===== config.mk =====
export PLATFORM = sky130hd
export DESIGN_NAME = laser_drive_setting_regs
export DESIGN_NICKNAME = d
export VERILOG_FILES = /design/src/ldsr_pkg.sv /design/src/laser_drive_setting_regs.sv /design/src/ldsr_decode.sv
export SDC_FILE = /design/constraint.sdc
export NUM_CORES = 1
export LEC_CHECK = 0
export BUFFER_PORTS_ARGS = -buffer_cell sky130_fd_sc_hd__buf_2
export CORE_MARGIN = 1.5
export CORE_UTILIZATION = 53
export CTS_CLUSTER_DIAMETER = 200
export DETAILED_ROUTE_END_ITERATION = 12
export PLACE_DENSITY = 0.84
export SLEW_MARGIN = 0
export SYNTH_ARGS = -nofsm -noshare
export SYNTH_HDL_FRONTEND = slang
export SYNTH_SLANG_ARGS = --single-unit
export TNS_END_PERCENT = 10

===== constraint.sdc =====
create_clock -name clk_sys -period 6.5 [get_ports clk_sys]
set_clock_uncertainty 0.2 [all_clocks]
set_input_delay 0.65 -clock clk_sys [delete_from_list [all_inputs] [get_ports clk_sys]]
set_output_delay 0.65 -clock clk_sys [all_outputs]
set_load 0.05 [all_outputs]

===== src/ldsr_pkg.sv =====
// package: register map, field layout and reset values for the laser drive setting bank
package ldsr_pkg;
	localparam int DATA_W = 16;
	localparam int CMD_W = 8;
	localparam logic [7:0] CMD_PEAKING = 8'h1f;
	localparam logic [7:0] CMD_BIAS = 8'h15;
	localparam logic [7:0] CMD_TEST = 8'h08;
	localparam int PEAK_W = 5;
	localparam logic [4:0] PEAK_RESET = 5'h10;
	localparam int TEST_W = 7;
	localparam logic [6:0] TEST_RESET = 7'h44;
	localparam int RNG_W = 2;
	localparam int RNG_LSB = 10;
	localparam logic [1:0] RNG_RESET = 2'h0;
	localparam int NOM_W = 10;
	localparam logic [9:0] NOM_RESET = 10'h000;
	localparam logic [7:0] FS_MA_STEP = 8'h09;
	typedef struct packed {
		logic [4:0] peakLevel;
		logic [1:0] srcCurrentRange;
		logic [9:0] nominalBiasSetting;
	} ldsr_setting_t;
	typedef enum logic [1:0] {
		SEL_NONE = 2'b00,
		SEL_PEAK = 2'b01,
		SEL_BIAS = 2'b11,
		SEL_TEST = 2'b10
	} ldsr_sel_t;
endpackage


===== src/laser_drive_setting_regs.sv =====
// module: laser drive setting register bank
`timescale 1ns/1ps
module laser_drive_setting_regs (
	// clock and reset
	input wire logic clk_sys,
	input wire logic rst,
	// register access from the serial interface engine
	input wire logic [7:0] cmdCode,
	input wire logic wrStrobe,
	input wire logic rdStrobe,
	input wire logic [15:0] wrData,
	output logic [15:0] rdData,
	output logic rdValid,
	output logic cmdHit,
	// mode selection from the control register
	input wire logic apcEnable,
	// analog settings
	output logic [4:0] peakLevel,
	output logic [1:0] srcCurrentRange,
	output logic [7:0] fullScaleMa,
	output logic [9:0] biasCurrentSetting,
	output logic [9:0] monitorCurrentSetting,
	output logic [6:0] factoryTest
);
	ldsr_pkg::ldsr_sel_t sel;
	ldsr_pkg::ldsr_setting_t setting;
	logic [15:0] next_rdData;

	ldsr_decode uDecode (
		.cmdCode(cmdCode),
		.sel(sel)
	);

	// peaking register
	always_ff @(posedge clk_sys or posedge rst) begin
		if (rst) begin
			setting.peakLevel <= ldsr_pkg::PEAK_RESET;
		end else if (wrStrobe && sel == ldsr_pkg::SEL_PEAK) begin
			setting.peakLevel <= wrData[ldsr_pkg::PEAK_W-1:0];
		end
	end

	// peaking storage checks
	a_peak_write: assert property (@(posedge clk_sys) disable iff (rst)
		wrStrobe && sel == ldsr_pkg::SEL_PEAK |=> setting.peakLevel == $past(wrData[4:0]))
		else $error("peaking level not stored");
	a_peak_hold: assert property (@(posedge clk_sys) disable iff (rst)
		!(wrStrobe && sel == ldsr_pkg::SEL_PEAK) |=> $stable(setting.peakLevel))
		else $error("peaking level changed without write");

	// bias and monitor current register
	always_ff @(posedge clk_sys or posedge rst) begin
		if (rst) begin
			setting.srcCurrentRange <= ldsr_pkg::RNG_RESET;
			setting.nominalBiasSetting <= ldsr_pkg::NOM_RESET;
		end else if (wrStrobe && sel == ldsr_pkg::SEL_BIAS) begin
			setting.srcCurrentRange <= wrData[ldsr_pkg::RNG_LSB +: ldsr_pkg::RNG_W];
			setting.nominalBiasSetting <= wrData[ldsr_pkg::NOM_W-1:0];
		end
	end

	// bias register storage checks
	a_range_write: assert property (@(posedge clk_sys) disable iff (rst)
		wrStrobe && sel == ldsr_pkg::SEL_BIAS |=> setting.srcCurrentRange == $past(wrData[11:10]))
		else $error("range field not stored");
	a_nominal_write: assert property (@(posedge clk_sys) disable iff (rst)
		wrStrobe && sel == ldsr_pkg::SEL_BIAS |=> setting.nominalBiasSetting == $past(wrData[9:0]))
		else $error("nominal setting not stored");
	a_range_hold: assert property (@(posedge clk_sys) disable iff (rst)
		!(wrStrobe && sel == ldsr_pkg::SEL_BIAS) |=> $stable(setting.srcCurrentRange))
		else $error("range field changed without write");
	a_nominal_hold: assert property (@(posedge clk_sys) disable iff (rst)
		!(wrStrobe && sel == ldsr_pkg::SEL_BIAS) |=> $stable(setting.nominalBiasSetting))
		else $error("nominal setting changed without write");

	// test register, still writable so the host duty is not assumed
	always_ff @(posedge clk_sys or posedge rst) begin
		if (rst) begin
			factoryTest <= ldsr_pkg::TEST_RESET;
		end else if (wrStrobe && sel == ldsr_pkg::SEL_TEST) begin
			factoryTest <= wrData[ldsr_pkg::TEST_W-1:0];
		end
	end

	// test register and unmapped write checks
	a_test_hold: assert property (@(posedge clk_sys) disable iff (rst)
		!(wrStrobe && sel == ldsr_pkg::SEL_TEST) |=> $stable(factoryTest))
		else $error("test register changed without write");
	a_unmapped_write: assert property (@(posedge clk_sys) disable iff (rst)
		wrStrobe && sel == ldsr_pkg::SEL_NONE |=> $stable(setting) && $stable(factoryTest))
		else $error("unmapped write changed a register");

	// read mux
	always_comb begin
		next_rdData = '0;
		case (sel)
			ldsr_pkg::SEL_PEAK: next_rdData[ldsr_pkg::PEAK_W-1:0] = setting.peakLevel;
			ldsr_pkg::SEL_BIAS: begin
				next_rdData[ldsr_pkg::RNG_LSB +: ldsr_pkg::RNG_W] = setting.srcCurrentRange;
				next_rdData[ldsr_pkg::NOM_W-1:0] = setting.nominalBiasSetting;
			end
			ldsr_pkg::SEL_TEST: next_rdData[ldsr_pkg::TEST_W-1:0] = factoryTest;
			default: next_rdData = '0;
		endcase
	end

	always_ff @(posedge clk_sys or posedge rst) begin
		if (rst) begin
			rdData <= '0;
			rdValid <= 1'b0;
			cmdHit <= 1'b0;
		end else begin
			rdValid <= rdStrobe;
			cmdHit <= (rdStrobe || wrStrobe) && sel != ldsr_pkg::SEL_NONE;
			if (rdStrobe) begin
				rdData <= next_rdData;
			end
		end
	end

	// read port checks
	a_read_pulse: assert property (@(posedge clk_sys) disable iff (rst)
		rdValid == $past(rdStrobe))
		else $error("read valid not one cycle after strobe");
	a_write_no_valid: assert property (@(posedge clk_sys) disable iff (rst)
		wrStrobe && !rdStrobe |=> !rdValid)
		else $error("write produced read valid");
	a_unmapped_rd_valid: assert property (@(posedge clk_sys) disable iff (rst)
		rdStrobe && sel == ldsr_pkg::SEL_NONE |=> rdValid)
		else $error("unmapped read not answered");
	a_hit_mapped: assert property (@(posedge clk_sys) disable iff (rst)
		(rdStrobe || wrStrobe) && sel != ldsr_pkg::SEL_NONE |=> cmdHit)
		else $error("mapped access not flagged");
	a_hit_unmapped: assert property (@(posedge clk_sys) disable iff (rst)
		sel == ldsr_pkg::SEL_NONE |=> !cmdHit)
		else $error("unmapped code flagged");
	a_read_hold: assert property (@(posedge clk_sys) disable iff (rst)
		!rdStrobe |=> $stable(rdData))
		else $error("read data changed without strobe");
	a_peak_readback: assert property (@(posedge clk_sys) disable iff (rst)
		rdStrobe && sel == ldsr_pkg::SEL_PEAK |=> rdData[4:0] == $past(setting.peakLevel))
		else $error("peaking readback wrong");
	a_test_readback: assert property (@(posedge clk_sys) disable iff (rst)
		rdStrobe && sel == ldsr_pkg::SEL_TEST |=> rdData[6:0] == $past(factoryTest))
		else $error("test register readback wrong");
	a_range_readback: assert property (@(posedge clk_sys) disable iff (rst)
		rdStrobe && sel == ldsr_pkg::SEL_BIAS |=> rdData[11:10] == $past(setting.srcCurrentRange))
		else $error("range readback wrong");
	a_nominal_top: assert property (@(posedge clk_sys) disable iff (rst)
		rdStrobe && sel == ldsr_pkg::SEL_BIAS |=> rdData[9] == $past(setting.nominalBiasSetting[9]))
		else $error("nominal top bit readback wrong");

	// analog outputs
	always_ff @(posedge clk_sys or posedge rst) begin
		if (rst) begin
			peakLevel <= ldsr_pkg::PEAK_RESET;
			srcCurrentRange <= ldsr_pkg::RNG_RESET;
			fullScaleMa <= ldsr_pkg::FS_MA_STEP;
			biasCurrentSetting <= ldsr_pkg::NOM_RESET;
			monitorCurrentSetting <= ldsr_pkg::NOM_RESET;
		end else begin
			peakLevel <= setting.peakLevel;
			srcCurrentRange <= setting.srcCurrentRange;
			fullScaleMa <= 8'((setting.srcCurrentRange + 3'h1) * ldsr_pkg::FS_MA_STEP);
			biasCurrentSetting <= apcEnable ? ldsr_pkg::NOM_RESET
				: setting.nominalBiasSetting;
			monitorCurrentSetting <= apcEnable ? setting.nominalBiasSetting
				: ldsr_pkg::NOM_RESET;
		end
	end

	// analog output checks
	a_peak_copy: assert property (@(posedge clk_sys) disable iff (rst)
		peakLevel == $past(setting.peakLevel))
		else $error("peaking output not following register");
	a_range_copy: assert property (@(posedge clk_sys) disable iff (rst)
		srcCurrentRange == $past(setting.srcCurrentRange))
		else $error("range output not following register");
	a_scale_follow: assert property (@(posedge clk_sys) disable iff (rst)
		fullScaleMa == 8'(({6'h00, $past(setting.srcCurrentRange)} + 8'h01) * ldsr_pkg::FS_MA_STEP))
		else $error("full scale not following range");
	a_bias_value: assert property (@(posedge clk_sys) disable iff (rst)
		!$past(apcEnable) |-> biasCurrentSetting == $past(setting.nominalBiasSetting))
		else $error("bias setting wrong in constant current mode");
	a_monitor_value: assert property (@(posedge clk_sys) disable iff (rst)
		$past(apcEnable) |-> monitorCurrentSetting == $past(setting.nominalBiasSetting))
		else $error("monitor setting wrong in power control mode");
	a_monitor_split: assert property (@(posedge clk_sys) disable iff (rst)
		!$past(apcEnable) |-> monitorCurrentSetting == 10'h000)
		else $error("monitor setting active in constant current mode");

	a_peak_follows: assert property (@(posedge clk_sys) disable iff (rst)
		wrStrobe && sel == ldsr_pkg::SEL_PEAK |=> ##1 peakLevel == $past(wrData[4:0], 2))
		else $error("peaking level not applied");
	a_peak_reserved: assert property (@(posedge clk_sys) disable iff (rst)
		rdValid && $past(sel) == ldsr_pkg::SEL_PEAK |-> rdData[15:5] == 11'h000)
		else $error("peaking reserved bits nonzero");
	a_bias_reserved: assert property (@(posedge clk_sys) disable iff (rst)
		rdValid && $past(sel) == ldsr_pkg::SEL_BIAS |-> rdData[15:12] == 4'h0)
		else $error("bias reserved bits nonzero");
	a_test_reserved: assert property (@(posedge clk_sys) disable iff (rst)
		rdValid && $past(sel) == ldsr_pkg::SEL_TEST |-> rdData[15:7] == 9'h000)
		else $error("test reserved bits nonzero");
	a_range_scale: assert property (@(posedge clk_sys) disable iff (rst)
		fullScaleMa == 8'((srcCurrentRange + 3'h1) * 8'h09) || $changed(srcCurrentRange))
		else $error("full scale mismatch");
	a_mode_split: assert property (@(posedge clk_sys) disable iff (rst)
		$past(apcEnable) |-> biasCurrentSetting == 10'h000)
		else $error("bias setting active in power control mode");
	a_bias_read: assert property (@(posedge clk_sys) disable iff (rst)
		rdStrobe && sel == ldsr_pkg::SEL_BIAS && !wrStrobe
		|=> rdData[9:0] == $past(setting.nominalBiasSetting))
		else $error("nominal setting readback wrong");
	a_unmapped_zero: assert property (@(posedge clk_sys) disable iff (rst)
		rdStrobe && sel == ldsr_pkg::SEL_NONE |=> rdData == 16'h0000 && !cmdHit)
		else $error("unmapped command answered");
endmodule


===== src/ldsr_decode.sv =====
// module: command code decode for the setting bank
`timescale 1ns/1ps
module ldsr_decode (
	// command
	input wire logic [7:0] cmdCode,
	// selection
	output ldsr_pkg::ldsr_sel_t sel
);
	always_comb begin
		case (cmdCode)
			ldsr_pkg::CMD_PEAKING: sel = ldsr_pkg::SEL_PEAK;
			ldsr_pkg::CMD_BIAS: sel = ldsr_pkg::SEL_BIAS;
			ldsr_pkg::CMD_TEST: sel = ldsr_pkg::SEL_TEST;
			default: sel = ldsr_pkg::SEL_NONE;
		endcase
	end
endmodule


After elaboration in Yosys (flattened, before gate mapping)
Index checks and enable logic that the tools add are counted.
Storage, ports and cells
  register bits: 72
  latch bits: 0
  memory bits (writable): 0
  memory bits (read-only): 0
  bits of input ports: 29
  output and inout port bits: 60
  logic and storage cells: 32
  memories kept: 0
Cells by class
  add/sub/neg operators: 1
  multipliers: 1
  divide/modulo/power cells: 0
  order comparisons: 0
  equality and inequality tests: 6
  shift operators: 0
  multiplexer cells: 6
  bitwise operators: 0
  reductions and logical operators: 6
Operator list (number)
  10-bit two-way mux: 2
  8-bit by 5-bit == test with 1-bit output, second input constant: 2
  5-bit case mux with 3 select lines: 1
  8-bit by 4-bit == test with 1-bit output, second input constant: 1
  3-bit by 4-bit multiplier with 7-bit output, second input constant: 1
  2-bit case mux with 3 select lines: 1
  5-bit two-way mux: 1
  2-bit == test, second input constant: 2
  1-bit logical AND: 4
  2-bit case mux with 2 select lines: 1
  2-bit by 1-bit adder with 3-bit output, second input constant: 1
  2-bit by 1-bit == test with 1-bit output, second input constant: 1
  2-bit nonzero test: 1
  1-bit logical OR: 1

Longest topological paths before layout
  depth in word-level cells: 4
  depth in mapped cells: 5
  gate-level depth less buffers: 4

Cells and area by module
Synthesis repeated with hierarchy kept, for this count alone.
Second synthesis, totals
  cell total of the unflattened synthesis: 187
  area, all modules: 2602.5 µm²
By module, submodules not included
  laser_drive_setting_regs: times used 1, cells an instance 180, area an instance 2546.2 µm², seq. area each 1707.9 µm²
  ldsr_decode: times used 1, cells an instance 7, area an instance 56.3 µm², seq. area each 0.0 µm²

Worst setup path before layout
Ideal clock, no wire load.
  path type: input-to-reg
  from: in cmdCode[5]
  to: reg setting[0] (netlist name)
  setup time: 0.125 ns
  arrival time: 1.613 ns
  required time: 6.175 ns
  setup slack: 4.562 ns
  cell stages on the path: 5
  buffers on the path: 1
  path through: nor3_2 and4_4 nand3_4 buf_6 mux2_4
Between the ends
  cells in the longest elaborated chain, start to end: 4
  elaborated cells between the ends (all ways): 6
  classes of those cells: eq/ne: 4; mux: 1; reduce/logical: 1
Ends and longest elaborated chain
  start, declared: line laser_drive_setting_regs.sv:8  | input wire logic [7:0] cmdCode,
  8-bit by 4-bit == test with 1-bit output / 8-bit by 5-bit == test with 1-bit output (equally long branches): line ldsr_decode.sv:10  | case (cmdCode)
  2-bit case mux with 3 select lines *: line ldsr_decode.sv:10
  2-bit == test *: line laser_drive_setting_regs.sv:56  | end else if (wrStrobe && sel == ldsr_pkg::SEL_BIAS) begin
  1-bit logical AND *: line laser_drive_setting_regs.sv:56
  end, declared: line laser_drive_setting_regs.sv:26  | ldsr_pkg::ldsr_setting_t setting;
Mark *: on every way between the ends. The rest lies on a longest branch, timed or not.
A chain may end at the register's enable or synchronous reset.

Worst setup path after layout
  from: reg factoryTest[2]
  to: out factoryTest[2]
RTL lines
  start, declared: line laser_drive_setting_regs.sv:23  | output logic [6:0] factoryTest
  start signal, assigned: line laser_drive_setting_regs.sv:79  | factoryTest <= ldsr_pkg::TEST_RESET;
  start signal, assigned: line laser_drive_setting_regs.sv:81  | factoryTest <= wrData[ldsr_pkg::TEST_W-1:0];
No word-level cell between the ends.

==> summary.md <==
| Metric | Value |
|---|---|
| Status | `finished clean` |
| Fmax | `0.5016 GHz` |
| H-tree depth | `3` |
| Pre-Repair DR Iteration Count | `4` |
| # fillers | `382` |
| Commonest cells after routing, fill and taps aside | `buf_2 (78), dfrtp_1 (63), mux2_2 (12)` |
| Critical Path RT | `5.65 ns` |
| Number of clock sinks | `68` |
| Yosys cell types | `32` |
| Yosys top cell area share | `59.77%` |
| Vias | `1647` |
| Crit path DAT | `1.14 ns` |
| Drc violations | `0` |
| Chip width | `73.55 um` |
| Crit path largest cell delay | `0.55 ns` |
| WP buf/inv | `1` |
| Slew headroom | `45.60%` |
| CTS Buffer Depth | `2` |
| Pwr dens | `275.0 nW/um^2` |
| Post-cts gate resize count | `0` |
| Die area | `5409 um^2` |
| Synth area leaders | `dfrtp_1 (60%), mux2_4 (5.7%), mux2_2 (5.1%)` |
| Nets | `298` |
| CTS root buffer | `clkbuf_8` |
| Slew Viols, Final | `0` |
| Final Util | `67.92%` |
| Die Height | `73.55 um` |
| Leak | `1.751 nW` |
| Global-route usage over all layers | `19.06%` |
| Sequential share of the synthesized area | `64.75%` |
| Initial antenna violation count | `0` |
| Post-layout min period | `1.993 ns` |
| CTS buffer count | `9` |
| WL per Instance | `13.64 um` |
| Core area | `4755 um^2` |
| Slew @ Worst Pin | `0.8159 ns` |
| Crit-path slowest cell | `dfstp_2` |
| Syn Area/Cell | `13.88 um^2` |
| Postcts setup bufs | `0` |
| RSZ-0062 raised after global routing | `false` |
| Maximum vdd drop | `0.0002011 V` |
| # setup viols final | `0` |
| Worst-path clk slew | `0.07 ns` |
| Routed vias/inst | `4.844` |
| Register area | `1708 um^2` |
| Number of port buffers | `78` |
| Post-synthesis cell area | `2638 um^2` |
| Area of the multi-input gates | `792.0 um^2` |
| Initial DRC Count | `72` |
| Setup crit start kind | `register` |
| Area grow syn2layout | `22.44%` |
| Period utilisation layout | `30.67%` |
| CTS tree | `done` |
| Yosys warns | `0` |
| Starting Density | `55.47%` |
| Worst Setup End Kind | `output pin` |
| First-pass GRT wire length | `7231 um` |
| Hold buffers post-CTS | `0` |
| Endpoints failing hold | `0` |
| Commonest non-fill, non-tap cell in the layout | `buf_2` |
| Largest net degree at the start of global routing | `69` |
| Worst Path Max Fanout | `3` |
| Synth area leader | `dfrtp_1` |
| Post-route ant nets | `0` |
| Final wirelength | `4637 um` |
| Grt ovf | `0` |
| Worst-skew pair later-pin latency | `0.33 ns` |
| Layout cell share with drive strength beyond 1 | `46.89%` |
| Worst setup path class | `reg2out` |
| Min-delay worst type | `reg2reg` |
| Vias in the first global route | `1532` |
| Max_cap viols | `0` |
| IO Pins | `89` |
| Hpwl dp | `3220 um` |
| Critical-path cell list | `buf_2` |
| FF-to-FF setup slack | `5.26 ns` |
| Synth Instances | `190` |
| Diodes inserted | `0` |
| # rows | `25` |
| CP delay by family, top | `flip-flops` |
| Gpl congestion | `0.7547` |
| TNS Setup | `0 ns` |
| Count of state elements after synthesis | `68` |
==> sequential cells by signal, summed over array words and instances (netlist names) <==
name,count
biasCurrentSetting,10
cmdHit,1
factoryTest,7
fullScaleMa,3
monitorCurrentSetting,10
peakLevel,5
rdData,12
rdValid,1
setting,17
srcCurrentRange,2
==> final timing paths <==
kind	from	end	depth (start not counted)
worst min-delay path	setting[16]	peakLevel[4]	0
worst max register to register	setting[0]	rdData[0]	3
worst max-delay path	factoryTest[2]	factoryTest[2]	1
max in group asynchronous	rst	srcCurrentRange[0]	3
min in group asynchronous	rst	monitorCurrentSetting[0]	3
worst min register to register	setting[16]	peakLevel[4]	0
==> cell type report <==
class,count,share of cell area [%]
inverter,12,1.395
multi-input combinational,98,24.53
timing repair buffer,79,12.32
clock inverter,4,1.472
clock buffer,12,4.804
tap,67,2.596
sequential,68,52.89
==> cell families (layout without fill, tap and decap cells) <==
family / count (synthesis) / count (layout) / synth area share [%]
XOR/XNOR: 1 / 1 / 0.3321
AND/OR/NAND/NOR: 40 / 40 / 9.535
adder cells (fa/ha/maj): 1 / 1 / 0.4743
other: 1 / 6 / 0.1422
AO/OA/AOI/OAI: 26 / 26 / 7.163
buffers and inverters: 29 / 107 / 5.929
flip-flops: 68 / 68 / 64.75
multiplexers: 24 / 24 / 11.67
==> cell usage after synthesis, drive strengths merged <==
cell type / count
ha: 1
and2: 12
a32oi: 2
and4b: 1
xnor2: 1
dfstp: 5
nand2: 7
a22o: 5
clkbuf: 4
o22ai: 10
a21oi: 3
nor2: 5
a22oi: 6
inv: 12
nor3: 2
nor2b: 10
conb: 1
nand3: 2
mux2: 24
dfrtp: 63
and4: 1
buf: 13
==> power breakdown <==
group / total [mW] / switching (mW) / leakage [nW] / internal [mW]
Combinational: 0.0953 / 0.0708 / 0.728 / 0.0245
Clock: 0.345 / 0.149 / 0.102 / 0.197
Sequential: 0.447 / 0.00876 / 0.920 / 0.439
==> through the flow <==
stage | power, mW | cell area, um^2 | instances | hold slack [ns] | worst slack (ns)
floorplan | 0.5281 | 2656 | 195 | 0.1586 | 3.947
global placement | 0.5494 | 3027 | 324 | 0.1673 | 4.218
detailed placement | 0.5516 | 3027 | 324 | 0.1653 | 4.204
CTS | 0.9025 | 3229 | 340 | 0.1859 | 4.480
global route | 0.9263 | 3229 | 340 | 0.1922 | 4.461
finish | 0.8882 | 3229 | 340 | 0.1837 | 4.507
==> routing by layer <==
metal	part of all wire, %	vias to the layer above	global-route usage (%)
met5	0	-	0
met4	0.43	0	9.259
met3	6.1	2	8.230
met2	51	61	28.93
met1	43	795	23.39
li1	-	789	-
(Power assumes the default switching activity.)
